$ cat src/hsi_params.svh
// Purpose: Constants of the humidity sensor I2C slave
// Assumes: 200 MHz system clock
// Notes:   Times in ms, cycle counts derived from the clock rate
`ifndef HSI_PARAMS_SVH
`define HSI_PARAMS_SVH

// ----------------------------------------------------------------
// Bus address and commands
// ----------------------------------------------------------------
`define HSI_DEV_ADDR     7'h40
`define HSI_CMD_HOLD_TH  8'hE1
`define HSI_CMD_HOLD_T   8'hE3
`define HSI_CMD_HOLD_H   8'hE5
`define HSI_CMD_POLL_TH  8'hF1
`define HSI_CMD_POLL_T   8'hF3
`define HSI_CMD_POLL_H   8'hF5
`define HSI_CMD_WR_USER  8'hE6
`define HSI_CMD_RD_USER  8'hE7
`define HSI_CMD_SRST     8'hFE

// ----------------------------------------------------------------
// User settings fields
// ----------------------------------------------------------------
`define HSI_USR_RES_HI   7
`define HSI_USR_LOWSUP   6
`define HSI_USR_HEATER   2
`define HSI_USR_NORELOAD 1
`define HSI_USR_RES_LO   0
`define HSI_USR_RSV_MASK 8'h38
`define HSI_USR_RESET    8'h3A

// ----------------------------------------------------------------
// Timing and checksum
// ----------------------------------------------------------------
`define HSI_CLK_KHZ      200000
`define HSI_MS_T_RES0    16
`define HSI_MS_T_RES1    8
`define HSI_MS_T_RES2    8
`define HSI_MS_T_RES3    4
`define HSI_MS_H_RES0    18
`define HSI_MS_H_RES1    4
`define HSI_MS_H_RES2    10
`define HSI_MS_H_RES3    10
`define HSI_MS_SRST      15
`define HSI_CRC_POLY     8'h31
`define HSI_CRC_INIT     8'h00

`endif

$ cat src/hsi_pkg.sv
// Purpose: Types of the humidity sensor I2C slave
// Assumes: Nothing
// Notes:   Constants live in hsi_params.svh
package hsi_pkg;

   typedef enum logic [2:0] {
      ST_IDLE, ST_RX, ST_RACK, ST_HOLD, ST_REL, ST_TX, ST_TACK
   } hsi_state_type;

   typedef enum logic [1:0] {
      K_ADDR, K_CMD, K_WDATA
   } hsi_kind_type;

   typedef enum logic [1:0] {
      A_RX, A_TX, A_HOLD, A_END
   } hsi_act_type;

endpackage

$ cat src/hsi_conv_if.sv
// Purpose: Link between bus logic and conversion engine
// Assumes: Single clock domain
// Notes:   start and clear are one-cycle pulses
`timescale 1ns/1ps
`default_nettype none
interface hsi_conv_if;
   logic        start;
   logic        humid;
   logic [1:0]  res;
   logic        clear;
   logic        busy;
   logic        ready;
   logic        done;
   logic [15:0] result;
   logic [7:0]  crc;

   modport ctl (output start, humid, res, clear,
                input  busy, ready, done, result, crc);
   modport eng (input  start, humid, res, clear,
                output busy, ready, done, result, crc);
endinterface
`default_nettype wire

$ cat src/hsi_top.sv
// Purpose: I2C slave command and measurement transfer of the sensor
// Assumes: scl_i and sda_i already synchronous to clk
// Notes:   Open-drain pins, the *_o outputs are always low
`timescale 1ns/1ps
`default_nettype none
`include "hsi_params.svh"
module hsi_top
   import hsi_pkg::*;
#(
   parameter int unsigned T_CYC0    = `HSI_MS_T_RES0 * `HSI_CLK_KHZ,
   parameter int unsigned T_CYC1    = `HSI_MS_T_RES1 * `HSI_CLK_KHZ,
   parameter int unsigned T_CYC2    = `HSI_MS_T_RES2 * `HSI_CLK_KHZ,
   parameter int unsigned T_CYC3    = `HSI_MS_T_RES3 * `HSI_CLK_KHZ,
   parameter int unsigned H_CYC0    = `HSI_MS_H_RES0 * `HSI_CLK_KHZ,
   parameter int unsigned H_CYC1    = `HSI_MS_H_RES1 * `HSI_CLK_KHZ,
   parameter int unsigned H_CYC2    = `HSI_MS_H_RES2 * `HSI_CLK_KHZ,
   parameter int unsigned H_CYC3    = `HSI_MS_H_RES3 * `HSI_CLK_KHZ,
   parameter int unsigned SRST_CYC  = `HSI_MS_SRST * `HSI_CLK_KHZ - 1
) (
   input  wire logic        clk,
   input  wire logic        rst_n,
   input  wire logic        scl_i,
   output logic             scl_o,
   output logic             scl_oe,
   input  wire logic        sda_i,
   output logic             sda_o,
   output logic             sda_oe,
   input  wire logic [15:0] adc_result,
   input  wire logic        supply_low,
   output logic [7:0]       user_settings,
   output logic             meas_busy,
   output logic             reset_busy
);

   // ----------------------------------------------------------------
   // Declarations
   // ----------------------------------------------------------------
   hsi_conv_if cv ();

   hsi_state_type st_q, st_d;
   hsi_kind_type  kind_q, kind_d;
   hsi_act_type   act_q, act_d;
   logic          scl_q, sda_q;
   logic [3:0]    cnt_q, cnt_d;
   logic [7:0]    sh_q, sh_d;
   logic [1:0]    idx_q, idx_d;
   logic          mack_q, mack_d;
   logic          rdusr_q, rdusr_d;
   logic          hold_q, hold_d;
   logic          srst_q, srst_d;
   logic [31:0]   srcnt_q, srcnt_d;
   logic          sdaoe_q, sdaoe_d;
   logic          scloe_q, scloe_d;
   logic [7:0]    usr_q, usr_d;
   logic          low_q, low_d;
   logic          humid_d, start_d, clear_d;
   logic          rise, fall, start_c, stop_c;
   logic [7:0]    usr_view;

   // ----------------------------------------------------------------
   // Bus conditions
   // ----------------------------------------------------------------
   assign rise    = scl_i & ~scl_q;
   assign fall    = ~scl_i & scl_q;
   assign start_c = scl_i & scl_q & sda_q & ~sda_i;
   assign stop_c  = scl_i & scl_q & ~sda_q & sda_i;

   // Reserved 5:3 read as default, bit 6 from supply monitor
   assign usr_view = (usr_q & ~`HSI_USR_RSV_MASK & 8'hBF)
                   | `HSI_USR_RSV_MASK
                   | {1'b0, low_q, 6'h00};

   function automatic logic [7:0] tx_byte(input logic       rdusr,
                                          input logic [1:0] idx,
                                          input logic [7:0] usr,
                                          input logic [15:0] res,
                                          input logic [7:0] crc);
      logic [7:0] b;
      b = crc;
      if (rdusr) begin
         b = usr;
      end else if (idx == 2'h0) begin
         b = res[15:8];
      end else if (idx == 2'h1) begin
         b = res[7:0];
      end
      return b;
   endfunction

   function automatic logic is_meas(input logic [7:0] c);
      return c == `HSI_CMD_HOLD_TH || c == `HSI_CMD_HOLD_T
          || c == `HSI_CMD_HOLD_H  || c == `HSI_CMD_POLL_TH
          || c == `HSI_CMD_POLL_T  || c == `HSI_CMD_POLL_H;
   endfunction

   // ----------------------------------------------------------------
   // Protocol engine
   // ----------------------------------------------------------------
   always_comb begin
      st_d    = st_q;
      kind_d  = kind_q;
      act_d   = act_q;
      cnt_d   = cnt_q;
      sh_d    = sh_q;
      idx_d   = idx_q;
      mack_d  = mack_q;
      rdusr_d = rdusr_q;
      hold_d  = hold_q;
      srst_d  = srst_q;
      sdaoe_d = sdaoe_q;
      scloe_d = scloe_q;
      usr_d   = usr_q;
      low_d   = low_q;
      humid_d = 1'b0;
      start_d = 1'b0;
      clear_d = 1'b0;
      srcnt_d = (srcnt_q != 32'h0) ? srcnt_q - 32'h1 : srcnt_q;
      if (cv.done) begin
         low_d = supply_low;
      end
      if (stop_c) begin
         st_d    = ST_IDLE;
         sdaoe_d = 1'b0;
      end else if (start_c && st_q != ST_HOLD) begin
         st_d    = ST_RX;
         kind_d  = K_ADDR;
         cnt_d   = 4'h0;
         sdaoe_d = 1'b0;
      end else begin
         case (st_q)
            ST_IDLE: begin
            end
            ST_RX: begin
               if (rise) begin
                  sh_d  = {sh_q[6:0], sda_i};
                  cnt_d = cnt_q + 4'h1;
               end
               if (fall && cnt_q == 4'h8) begin
                  st_d    = ST_RACK;
                  act_d   = A_END;
                  sdaoe_d = 1'b1;
                  case (kind_q)
                     K_ADDR: begin
                        if (sh_q[7:1] != `HSI_DEV_ADDR
                            || srcnt_q != 32'h0) begin
                           st_d    = ST_IDLE;
                           sdaoe_d = 1'b0;
                        end else if (!sh_q[0]) begin
                           kind_d = K_CMD;
                           act_d  = A_RX;
                        end else if (rdusr_q || cv.ready) begin
                           act_d   = A_TX;
                           idx_d   = 2'h0;
                           clear_d = ~rdusr_q;
                        end else if (cv.busy && hold_q) begin
                           act_d = A_HOLD;
                        end else begin
                           sdaoe_d = 1'b0;
                        end
                     end
                     K_CMD: begin
                        rdusr_d = 1'b0;
                        if (is_meas(sh_q)) begin
                           start_d = 1'b1;
                           humid_d = ~sh_q[1];
                           hold_d  = ~sh_q[4];
                           if (!usr_q[`HSI_USR_NORELOAD]) begin
                              usr_d[`HSI_USR_RES_HI] = 1'b0;
                              usr_d[`HSI_USR_RES_LO] = 1'b0;
                           end
                        end else if (sh_q == `HSI_CMD_RD_USER) begin
                           rdusr_d = 1'b1;
                        end else if (sh_q == `HSI_CMD_WR_USER) begin
                           kind_d = K_WDATA;
                           act_d  = A_RX;
                        end else if (sh_q == `HSI_CMD_SRST) begin
                           srst_d = 1'b1;
                        end else begin
                           sdaoe_d = 1'b0;
                        end
                     end
                     default: begin
                        usr_d[`HSI_USR_RES_HI]   = sh_q[`HSI_USR_RES_HI];
                        usr_d[`HSI_USR_HEATER]   = sh_q[`HSI_USR_HEATER];
                        usr_d[`HSI_USR_NORELOAD] = sh_q[`HSI_USR_NORELOAD];
                        usr_d[`HSI_USR_RES_LO]   = sh_q[`HSI_USR_RES_LO];
                     end
                  endcase
               end
            end
            ST_RACK: begin
               if (fall) begin
                  sdaoe_d = 1'b0;
                  cnt_d   = 4'h0;
                  case (act_q)
                     A_RX: begin
                        st_d = ST_RX;
                     end
                     A_TX: begin
                        sh_d    = tx_byte(rdusr_q, 2'h0, usr_view,
                                          cv.result, cv.crc);
                        sdaoe_d = ~sh_d[7];
                        st_d    = ST_TX;
                     end
                     A_HOLD: begin
                        scloe_d = 1'b1;
                        st_d    = ST_HOLD;
                     end
                     default: begin
                        st_d = ST_IDLE;
                        if (srst_q) begin
                           srst_d  = 1'b0;
                           clear_d = 1'b1;
                           srcnt_d = 32'(SRST_CYC);
                           usr_d   = (`HSI_USR_RESET
                                   & ~(8'h01 << `HSI_USR_HEATER))
                                   | (usr_q & (8'h01 << `HSI_USR_HEATER));
                           rdusr_d = 1'b0;
                        end
                     end
                  endcase
               end
            end
            ST_HOLD: begin
               scloe_d = 1'b1;
               if (cv.ready) begin
                  sh_d    = tx_byte(1'b0, 2'h0, usr_view,
                                    cv.result, cv.crc);
                  sdaoe_d = ~sh_d[7];
                  idx_d   = 2'h0;
                  clear_d = 1'b1;
                  st_d    = ST_REL;
               end else if (!cv.busy) begin
                  scloe_d = 1'b0;
                  st_d    = ST_IDLE;
               end
            end
            ST_REL: begin
               scloe_d = 1'b0;
               cnt_d   = 4'h0;
               st_d    = ST_TX;
            end
            ST_TX: begin
               if (rise) begin
                  cnt_d = cnt_q + 4'h1;
               end
               if (fall) begin
                  if (cnt_q == 4'h8) begin
                     sdaoe_d = 1'b0;
                     st_d    = ST_TACK;
                  end else begin
                     sh_d    = {sh_q[6:0], 1'b0};
                     sdaoe_d = ~sh_q[6];
                  end
               end
            end
            ST_TACK: begin
               if (rise) begin
                  mack_d = ~sda_i;
               end
               if (fall) begin
                  cnt_d = 4'h0;
                  if (mack_q && !rdusr_q && idx_q != 2'h2) begin
                     idx_d   = idx_q + 2'h1;
                     sh_d    = tx_byte(1'b0, idx_q + 2'h1, usr_view,
                                       cv.result, cv.crc);
                     sdaoe_d = ~sh_d[7];
                     st_d    = ST_TX;
                  end else begin
                     st_d = ST_IDLE;
                  end
               end
            end
            default: begin
               st_d = ST_IDLE;
            end
         endcase
      end
   end

   always_ff @(posedge clk or negedge rst_n) begin
      if (!rst_n) begin
         st_q    <= ST_IDLE;
         kind_q  <= K_ADDR;
         act_q   <= A_END;
         scl_q   <= 1'b1;
         sda_q   <= 1'b1;
         cnt_q   <= 4'h0;
         sh_q    <= 8'h00;
         idx_q   <= 2'h0;
         mack_q  <= 1'b0;
         rdusr_q <= 1'b0;
         hold_q  <= 1'b0;
         srst_q  <= 1'b0;
         srcnt_q <= 32'h0;
         sdaoe_q <= 1'b0;
         scloe_q <= 1'b0;
         usr_q   <= `HSI_USR_RESET;
         low_q   <= 1'b0;
      end else begin
         st_q    <= st_d;
         kind_q  <= kind_d;
         act_q   <= act_d;
         scl_q   <= scl_i;
         sda_q   <= sda_i;
         cnt_q   <= cnt_d;
         sh_q    <= sh_d;
         idx_q   <= idx_d;
         mack_q  <= mack_d;
         rdusr_q <= rdusr_d;
         hold_q  <= hold_d;
         srst_q  <= srst_d;
         srcnt_q <= srcnt_d;
         sdaoe_q <= sdaoe_d;
         scloe_q <= scloe_d;
         usr_q   <= usr_d;
         low_q   <= low_d;
      end
   end

   // ----------------------------------------------------------------
   // Conversion engine
   // ----------------------------------------------------------------
   assign cv.start = start_d;
   assign cv.humid = humid_d;
   assign cv.res   = {usr_d[`HSI_USR_RES_HI], usr_d[`HSI_USR_RES_LO]};
   assign cv.clear = clear_d;

   hsi_conv #(
      .T_CYC0 (T_CYC0),
      .T_CYC1 (T_CYC1),
      .T_CYC2 (T_CYC2),
      .T_CYC3 (T_CYC3),
      .H_CYC0 (H_CYC0),
      .H_CYC1 (H_CYC1),
      .H_CYC2 (H_CYC2),
      .H_CYC3 (H_CYC3)
   ) u_conv (
      .clk        (clk),
      .rst_n      (rst_n),
      .adc_result (adc_result),
      .cv         (cv.eng)
   );

   // ----------------------------------------------------------------
   // Outputs
   // ----------------------------------------------------------------
   assign scl_o         = 1'b0;
   assign sda_o         = 1'b0;
   assign scl_oe        = scloe_q;
   assign sda_oe        = sdaoe_q;
   assign user_settings = usr_view;
   assign meas_busy     = cv.busy;
   assign reset_busy    = (srcnt_q != 32'h0);

endmodule
`default_nettype wire

$ cat src/hsi_conv.sv
// Purpose: Conversion timer, result framing and checksum
// Assumes: adc_result is valid at end of conversion
// Notes:   clear aborts a running conversion and drops ready, except in its completion cycle
`timescale 1ns/1ps
`default_nettype none
`include "hsi_params.svh"
module hsi_conv
   import hsi_pkg::*;
#(
   parameter int unsigned T_CYC0 = 3200000,
   parameter int unsigned T_CYC1 = 1600000,
   parameter int unsigned T_CYC2 = 1600000,
   parameter int unsigned T_CYC3 = 800000,
   parameter int unsigned H_CYC0 = 3600000,
   parameter int unsigned H_CYC1 = 800000,
   parameter int unsigned H_CYC2 = 2000000,
   parameter int unsigned H_CYC3 = 2000000
) (
   input  wire logic        clk,
   input  wire logic        rst_n,
   input  wire logic [15:0] adc_result,
   hsi_conv_if.eng          cv
);

   // ----------------------------------------------------------------
   // Helpers
   // ----------------------------------------------------------------
   function automatic logic [31:0] dur(input logic h, input logic [1:0] r);
      logic [31:0] v;
      v = 32'(T_CYC0);
      case ({h, r})
         3'h0:    v = 32'(T_CYC0);
         3'h1:    v = 32'(T_CYC1);
         3'h2:    v = 32'(T_CYC2);
         3'h3:    v = 32'(T_CYC3);
         3'h4:    v = 32'(H_CYC0);
         3'h5:    v = 32'(H_CYC1);
         3'h6:    v = 32'(H_CYC2);
         default: v = 32'(H_CYC3);
      endcase
      return v;
   endfunction

   function automatic logic [7:0] crc8(input logic [15:0] d);
      logic [7:0] c;
      c = `HSI_CRC_INIT;
      for (int i = 15; i >= 0; i--) begin
         if (c[7] ^ d[i]) begin
            c = {c[6:0], 1'b0} ^ `HSI_CRC_POLY;
         end else begin
            c = {c[6:0], 1'b0};
         end
      end
      return c;
   endfunction

   // ----------------------------------------------------------------
   // State
   // ----------------------------------------------------------------
   logic        busy_q, busy_d;
   logic        ready_q, ready_d;
   logic        done_q, done_d;
   logic        humid_q, humid_d;
   logic [31:0] cnt_q, cnt_d;
   logic [15:0] res_q, res_d;
   logic [7:0]  crc_q, crc_d;
   logic [15:0] framed;

   // Measurement type in bit 1, bit 0 unassigned
   assign framed = {adc_result[15:2], humid_q, 1'b0};

   always_comb begin
      busy_d  = busy_q;
      ready_d = ready_q;
      humid_d = humid_q;
      cnt_d   = cnt_q;
      res_d   = res_q;
      crc_d   = crc_q;
      done_d  = 1'b0;
      if (cv.clear) begin
         ready_d = 1'b0;
         busy_d  = 1'b0;
      end
      if (cv.start) begin
         busy_d  = 1'b1;
         ready_d = 1'b0;
         humid_d = cv.humid;
         cnt_d   = dur(cv.humid, cv.res);
      end else if (busy_q) begin
         // Completion wins over a same-cycle clear
         if (cnt_q <= 32'h1) begin
            busy_d  = 1'b0;
            ready_d = 1'b1;
            done_d  = 1'b1;
            res_d   = framed;
            crc_d   = crc8(framed);
         end else begin
            cnt_d = cnt_q - 32'h1;
         end
      end
   end

   always_ff @(posedge clk or negedge rst_n) begin
      if (!rst_n) begin
         busy_q  <= 1'b0;
         ready_q <= 1'b0;
         done_q  <= 1'b0;
         humid_q <= 1'b0;
         cnt_q   <= 32'h0;
         res_q   <= 16'h0;
         crc_q   <= 8'h0;
      end else begin
         busy_q  <= busy_d;
         ready_q <= ready_d;
         done_q  <= done_d;
         humid_q <= humid_d;
         cnt_q   <= cnt_d;
         res_q   <= res_d;
         crc_q   <= crc_d;
      end
   end

   assign cv.busy   = busy_q;
   assign cv.ready  = ready_q;
   assign cv.done   = done_q;
   assign cv.result = res_q;
   assign cv.crc    = crc_q;

endmodule
`default_nettype wire

$ cat config.mk
export PLATFORM = sky130hd
export DESIGN_NAME = hsi_top
export DESIGN_NICKNAME = d
export VERILOG_FILES = /design/src/hsi_pkg.sv /design/src/hsi_conv_if.sv /design/src/hsi_top.sv /design/src/hsi_conv.sv
export VERILOG_INCLUDE_DIRS = /design/src /design/src/src
export SDC_FILE = /design/constraint.sdc
export NUM_CORES = 1
export LEC_CHECK = 0
export BUFFER_PORTS_ARGS = -buffer_cell sky130_fd_sc_hd__buf_2
export CORE_ASPECT_RATIO = 0.6
export CORE_MARGIN = 2
export CORE_UTILIZATION = 45
export CTS_CLUSTER_SIZE = 16
export DETAILED_ROUTE_END_ITERATION = 8
export PLACE_DENSITY = 0.59
export SLEW_MARGIN = 20
export SYNTH_ARGS = -nofsm -noshare
export SYNTH_HDL_FRONTEND = slang
export SYNTH_HIERARCHICAL = 1
export SYNTH_SLANG_ARGS = --single-unit
export TNS_END_PERCENT = 20
$ cat constraint.sdc
create_clock -name clk -period 5.25 [get_ports clk]
set_input_delay 0.525 -clock clk [delete_from_list [all_inputs] [get_ports clk]]
set_output_delay 0.525 -clock clk [all_outputs]
set_load 0.05 [all_outputs]
# After elaboration in Yosys (flattened, before gate mapping)
# Cells that the tools add are included.
# totals
reg_bits	125
latch_bits	0
ram_bits	0
mem_bits_ro	0
inputBits	21
output_inout_bits	14
wordCells	438
mem_count	0
# op_classes
add_sub_neg	4
mul	0
div	0
magnitude_cmp	1
n_eq_ne	67
n_shift	0
n_mux	236
n_bitwise	53
n_reduce_logical	51
# op_table
cell	count
$mux W8	75
$mux W32	10
$mux W6	16
$pmux W22 S4	1
$mux W1	77
$eq A8 B8 Y1 const B	9
$sub A32 B1 Y32 const B	2
$mux W2	25
$not A3 Y3	15
$pmux W8 S5	1
$ne A2 B2 Y1 const B	19
$mux W3	11
$reduce_and A11 Y1	3
$le A32 B1 Y1 const B	1
$reduce_bool A32 Y1	1
$ne A4 B4 Y1 const B	6
$pmux W3 S7	1
$ne A3 B3 Y1 const B	6
$mux W4	4
$not A1 Y1	16
$reduce_and A8 Y1	2
$eq A3 B3 Y1 const B	5
$reduce_and A7 Y1	2
$xor A1 B1 Y1	14
41 further kinds	90

# Depth between registers and ports, before layout
# logic_depth
depth_word	85
ltp_mapped	13
ltp_nobuf	12

# Cells and area by module
# The synthesis kept the hierarchy.
# modules_own_cells
mod	n_inst	cells_each	area_per_inst_um2	seq_area_each_um2
hsi_top	1	524	4655.7	1657.8
hsi_conv	1	336	3428.3	1476.4

# Worst setup path before layout
# No wires, ideal clock.
# synth_timing
path_type	input port to flip-flop
from	input port scl_i
to	register u_conv.cnt_q[8]
setup_ns	0.099
arrival_time_ns	2.787
required_time_ns	5.151
slack_ns	2.363
cell_stages	11
path_buffers	1
path_cell_list	clkbuf_1 > nand2b_1 > nor4_1 > a21bo_2 > o2111ai_1 > a32o_1 > xor2_1 > and3_1 > nor2_1 > a31o_2 > a311oi_1
# synth_between
elab_chain_len	11
word_cells_on_any_way	37
# synth_rtl
item	line	source
from (decl)	hsi_top.sv:22	input wire logic scl_i,
$not A1 Y1	hsi_top.sv:64	assign fall = ~scl_i & scl_q;
$and A1 B1 Y1	hsi_top.sv:64	
$logic_and A1 B1 Y1	hsi_top.sv:138	if (fall && cnt_q == 4'h8) begin
$mux W1	hsi_top.sv:138	
$pmux W1 S2	hsi_top.sv:130	case (st_q)
$mux W8	hsi_top.sv:124	end else if (start_c && st_q != ST_HOLD) begin
$mux W8 *	hsi_top.sv:121	if (stop_c) begin
named net usr_d[7]	hsi_top.sv:54	logic [7:0] usr_q, usr_d;
$eq A3 B2 Y1 (tied with other cells)	hsi_conv.sv:31	case ({h, r})
$reduce_or A2 Y1 (no line)	n/a	
$pmux W22 S4 *	hsi_conv.sv:31	
$mux W32 *	hsi_conv.sv:84	if (cv.start) begin
to (signal assigned)	hsi_conv.sv:117	cnt_q <= cnt_d;
to (decl)	hsi_conv.sv:64	logic [31:0] cnt_q, cnt_d;
# The timed path passes the listed nets; every way through them passes the cells marked *. The select of a mux whose other input is x is not followed.
# A chain may end at the register's enable or synchronous reset.

# Worst setup path in the final report
# layout_timing
from	register st_q[0]
to	register u_conv.cnt_q[8]
# layout_between
elab_chain_len	8
word_cells_on_any_way	27
# layout_rtl
item	line	source
from (decl)	hsi_top.sv:40	hsi_state_type st_q, st_d;
from (signal assigned)	hsi_top.sv:301	st_q <= st_d;
$eq A3 B2 Y1 (tied with other cells)	hsi_top.sv:130	
$pmux W1 S2 / $logic_and A1 B1 Y1 (equally long branches)	hsi_top.sv:130, hsi_top.sv:124	
$mux W8 *	hsi_top.sv:124	
$mux W8 *	hsi_top.sv:121	
named net usr_d[7]	hsi_top.sv:54	
$eq A3 B2 Y1 (tied with other cells)	hsi_conv.sv:31	
$reduce_or A2 Y1 (no line)	n/a	
$pmux W22 S4 *	hsi_conv.sv:31	
$mux W32 *	hsi_conv.sv:84	
# The timed path passes the listed nets; every way through them passes the cells marked *.

==> summary.txt <==
Final Max Slew Viols: 0
Crit-path cells: buf_4 > or3b_2 > nor4_1 > a21bo_2 > o2111ai_1 > a32o_1 > xor2_1 > and3_1 > nor2_1 > a31o_2 > a311oi_1
Pin slew with the least headroom to its limit: 1.004 ns
Synthesized instance count: 860
Period minus WS final: 3.476 ns
Clk_skew: 0.01522 ns
RSZ-0062 raised after global routing: false
Gpl congestion: 0.9477
Yosys warning count: 6
Grt ovf: 0
Worst vdd ir: 0.0002327 V
Comb power frac: 24.0%
Drt initial violations: 745
Layout cells sized above 1: 16.02%
Die area: 0.01909 mm2
Clock sinks: 125
Outcome: completed
Pre-CTS WS: 1.864 ns
Final cycle utilization of the critical path: 66.20%
Number of max-cap violations: 0
CTS resizes: 0
Vias per inst: 6.310
Number of port buffers: 27
CTS H-Tree Depth: 4
Post-detail-place hpwl: 15730 um
Hold WC Path Type: in -> async
Commonest cells after routing, fill and taps aside: 120 x dfrtp_1, 70 x nand2_1, 52 x o21ai_0, 51 x nor2_1, 50 x a21oi_1
Routed length per instance: 19.65 um
DR vias: 7029
Achievable Freq: 0.2877 GHz
Reg-to-reg critical path startpoint: st_q[0]
Commonest non-fill, non-tap cell in the layout: dfrtp_1
Crit start category: register
N_diodes: 0
Fin worst setup slack: 1.774 ns
Post-synth ARST share: 100.0%
Height of the chip: 107.8 um
CP Launch Point: st_q[0]
Post-Syn Area: 0.008084 mm2
Clock power frac: 38.8%
Library cells used by synthesis: 85
Routed Antenna Nets: 0
Die X: 177.0 um
Worst-Skew Late Latency: 0.43 ns
# setup viols final: 0
Most used flip-flop cell after synthesis: dfrtp_1
Static leakage: 3.386 nW
Crit path kind: reg -> reg
Kind of end point of the critical path: register
Worst endpoint data arrival time: 3.80 ns
CP max FO: 29
Endpoints failing hold: 0
Crit-path max cell delay: 0.55 ns
Flop pwr share: 37.2%
Largest net degree at the start of global routing: 82
Vias in the first global route: 6509
Number of synthesized flops with an enable pin: 0
Post-CTS setup buffers: 0
DR DRC count: 0
Internal Power: 2.016 mW
Cell count of the worst reg-to-reg path: 11
Site Rows: 37
CTS tree: done
Area growth from synthesis to layout: 10.32%
Hold buffer count at CTS: 0
Fill cell count: 1596
Clk slew on worst S/H paths: 0.06 ns
Seq/Total Area, Yosys: 38.77%
Core Region: 0.01736 mm2
Clock Tree Root: clkbuf_16
Initial antenna violation count: 0
Max Root-Sink Buffers: 2
Boundary Pins: 35
Seq cells post-synth: 125
Total Nets Final: 897
Slew headroom: 32.43%
Gr usage total: 24.12%
Mean Syn Cell Area: 9.400 um2
Total negative slack: 0 ns
First-pass GRT wire length: 35520 um
NetSw: 963.6 uW
Pwr dens: 334.0 mW/mm2
Net Sw Frac: 32.34%
CTS buffer count: 17
Initial Utilization: 46.57%
Final WL: 21890 um
Drt first pass iters: 9
Worst endpoint required time: 5.58 ns
Crit-path slowest cell: or3b_2
==> kinds of logic (layout without fill, tap and decap cells) <==
group	after synthesis	in the layout	synth area share, %
flip-flops	125	125	38.77
multiplexers	45	45	6.114
other	3	6	0.1393
AO/OA/AOI/OAI	223	223	18.85
adder cells (fa/ha/maj)	9	9	1.393
XOR/XNOR	58	58	7.336
buffers and inverters	75	92	4.272
AND/OR/NAND/NOR	322	322	23.12
==> metal layers <==
metal | GRT usage, % | vias to the layer above | part of all wire, %
li1 | - | 3242 | -
met3 | 6.497 | 19 | 8.3
met2 | 31.52 | 299 | 39
met1 | 38.20 | 3469 | 52
met5 | 0 | - | 0
met4 | 6.080 | 0 | 0.88
==> cells in the mapped netlist, types with 5 or more instances <==
cell type / n / area share, %
dfrtp_1: 120 / 37
nand2_1: 70 / 3.3
o21ai_0: 52 / 3.2
nor2_1: 51 / 2.4
a21oi_1: 50 / 3.1
xnor2_1: 37 / 4.0
mux2_2: 35 / 4.9
clkbuf_1: 33 / 1.5
nor3_1: 27 / 1.7
inv_1: 24 / 1.1
nand3_1: 21 / 1.3
or3_1: 21 / 1.6
nor4_1: 18 / 1.4
or4_1: 18 / 1.7
o31ai_1: 16 / 1.5
xor2_1: 15 / 1.6
nor2b_1: 14 / 1.1
nand2b_1: 11 / 0.85
a211oi_1: 10 / 0.93
a31oi_1: 10 / 0.77
mux2i_1: 10 / 1.2
and3_1: 9 / 0.70
ha_1: 9 / 1.4
buf_4: 8 / 0.74
nand4_1: 8 / 0.62
nor3b_1: 7 / 0.65
o2111ai_1: 7 / 0.76
o211ai_1: 7 / 0.65
buf_2: 6 / 0.37
o31a_1: 6 / 0.65
a31o_2: 5 / 0.54
dfstp_2: 5 / 1.6
nor4b_1: 5 / 0.54
==> power by group through the flow <==
stage	Clock, mW	Sequential, mW	Combinational, mW
after floorplan	0	1.11	0.525
after global placement	0	1.12	0.686
after detailed placement	0	1.12	0.701
after CTS	1.18	1.10	0.704
after global routing	1.23	1.12	0.777
final	1.16	1.11	0.715
==> area by class of cell <==
cell class | instances | area [um2] | area share (%)
Multi-Input combinational cell | 663 | 4621 | 51.81
Sequential cell | 125 | 3134 | 35.14
Clock buffer | 20 | 436.7 | 4.896
Tap cell | 234 | 292.8 | 3.283
Timing Repair Buffer | 36 | 209.0 | 2.343
Clock inverter | 12 | 135.1 | 1.515
Inverter | 24 | 90.09 | 1.010
==> worst max-delay path, delay by kind of cell (launching register included) <==
kind / cells / cell delay, ns
AO/OA/AOI/OAI: 5 / 1.22
AND/OR/NAND/NOR: 4 / 1.34
flip-flops: 1 / 0.33
buffers and inverters: 1 / 0.28
XOR/XNOR: 1 / 0.20
==> path summary, 6_finish.rpt <==
check                                    to  slack [ns]
setup reg to reg            u_conv/cnt_q[8]        1.77
min in group clk                      scl_q        0.30
hold / removal                   srcnt_q[4]        0.15
max in group asynchronous           st_q[2]        3.98
setup / recovery            u_conv/cnt_q[8]        1.77
hold reg to reg            u_conv/cv.crc[7]        0.48
==> state kept, by name (all words and copies together) (netlist names), 2 cells and up <==
register / cells
srcnt_q: 32
u_conv/cnt_q: 32
u_conv/cv.result: 15
sh_q: 8
u_conv/cv.crc: 8
cnt_q: 4
usr_q: 4
st_q: 3
act_q: 2
idx_q: 2
kind_q: 2
==> per-stage QoR <==
step / hold WS, ns / std cells / cell area [um2] / power [mW] / utilization [%]
after CTS: 0.2707 / 1114 / 8915 / 2.990 / 51.35
after global placement: 0.4632 / 1082 / 8343 / 1.805 / 48.06
after floorplan: 0.2294 / 863 / 8095 / 1.631 / -
after detailed placement: 0.4687 / 1082 / 8343 / 1.822 / 48.06
after global routing: 0.2046 / 1114 / 8919 / 3.120 / 51.37
final: 0.1497 / 1114 / 8919 / 2.979 / 51.37
No activity file was read; power rests on OpenSTA's default activity.
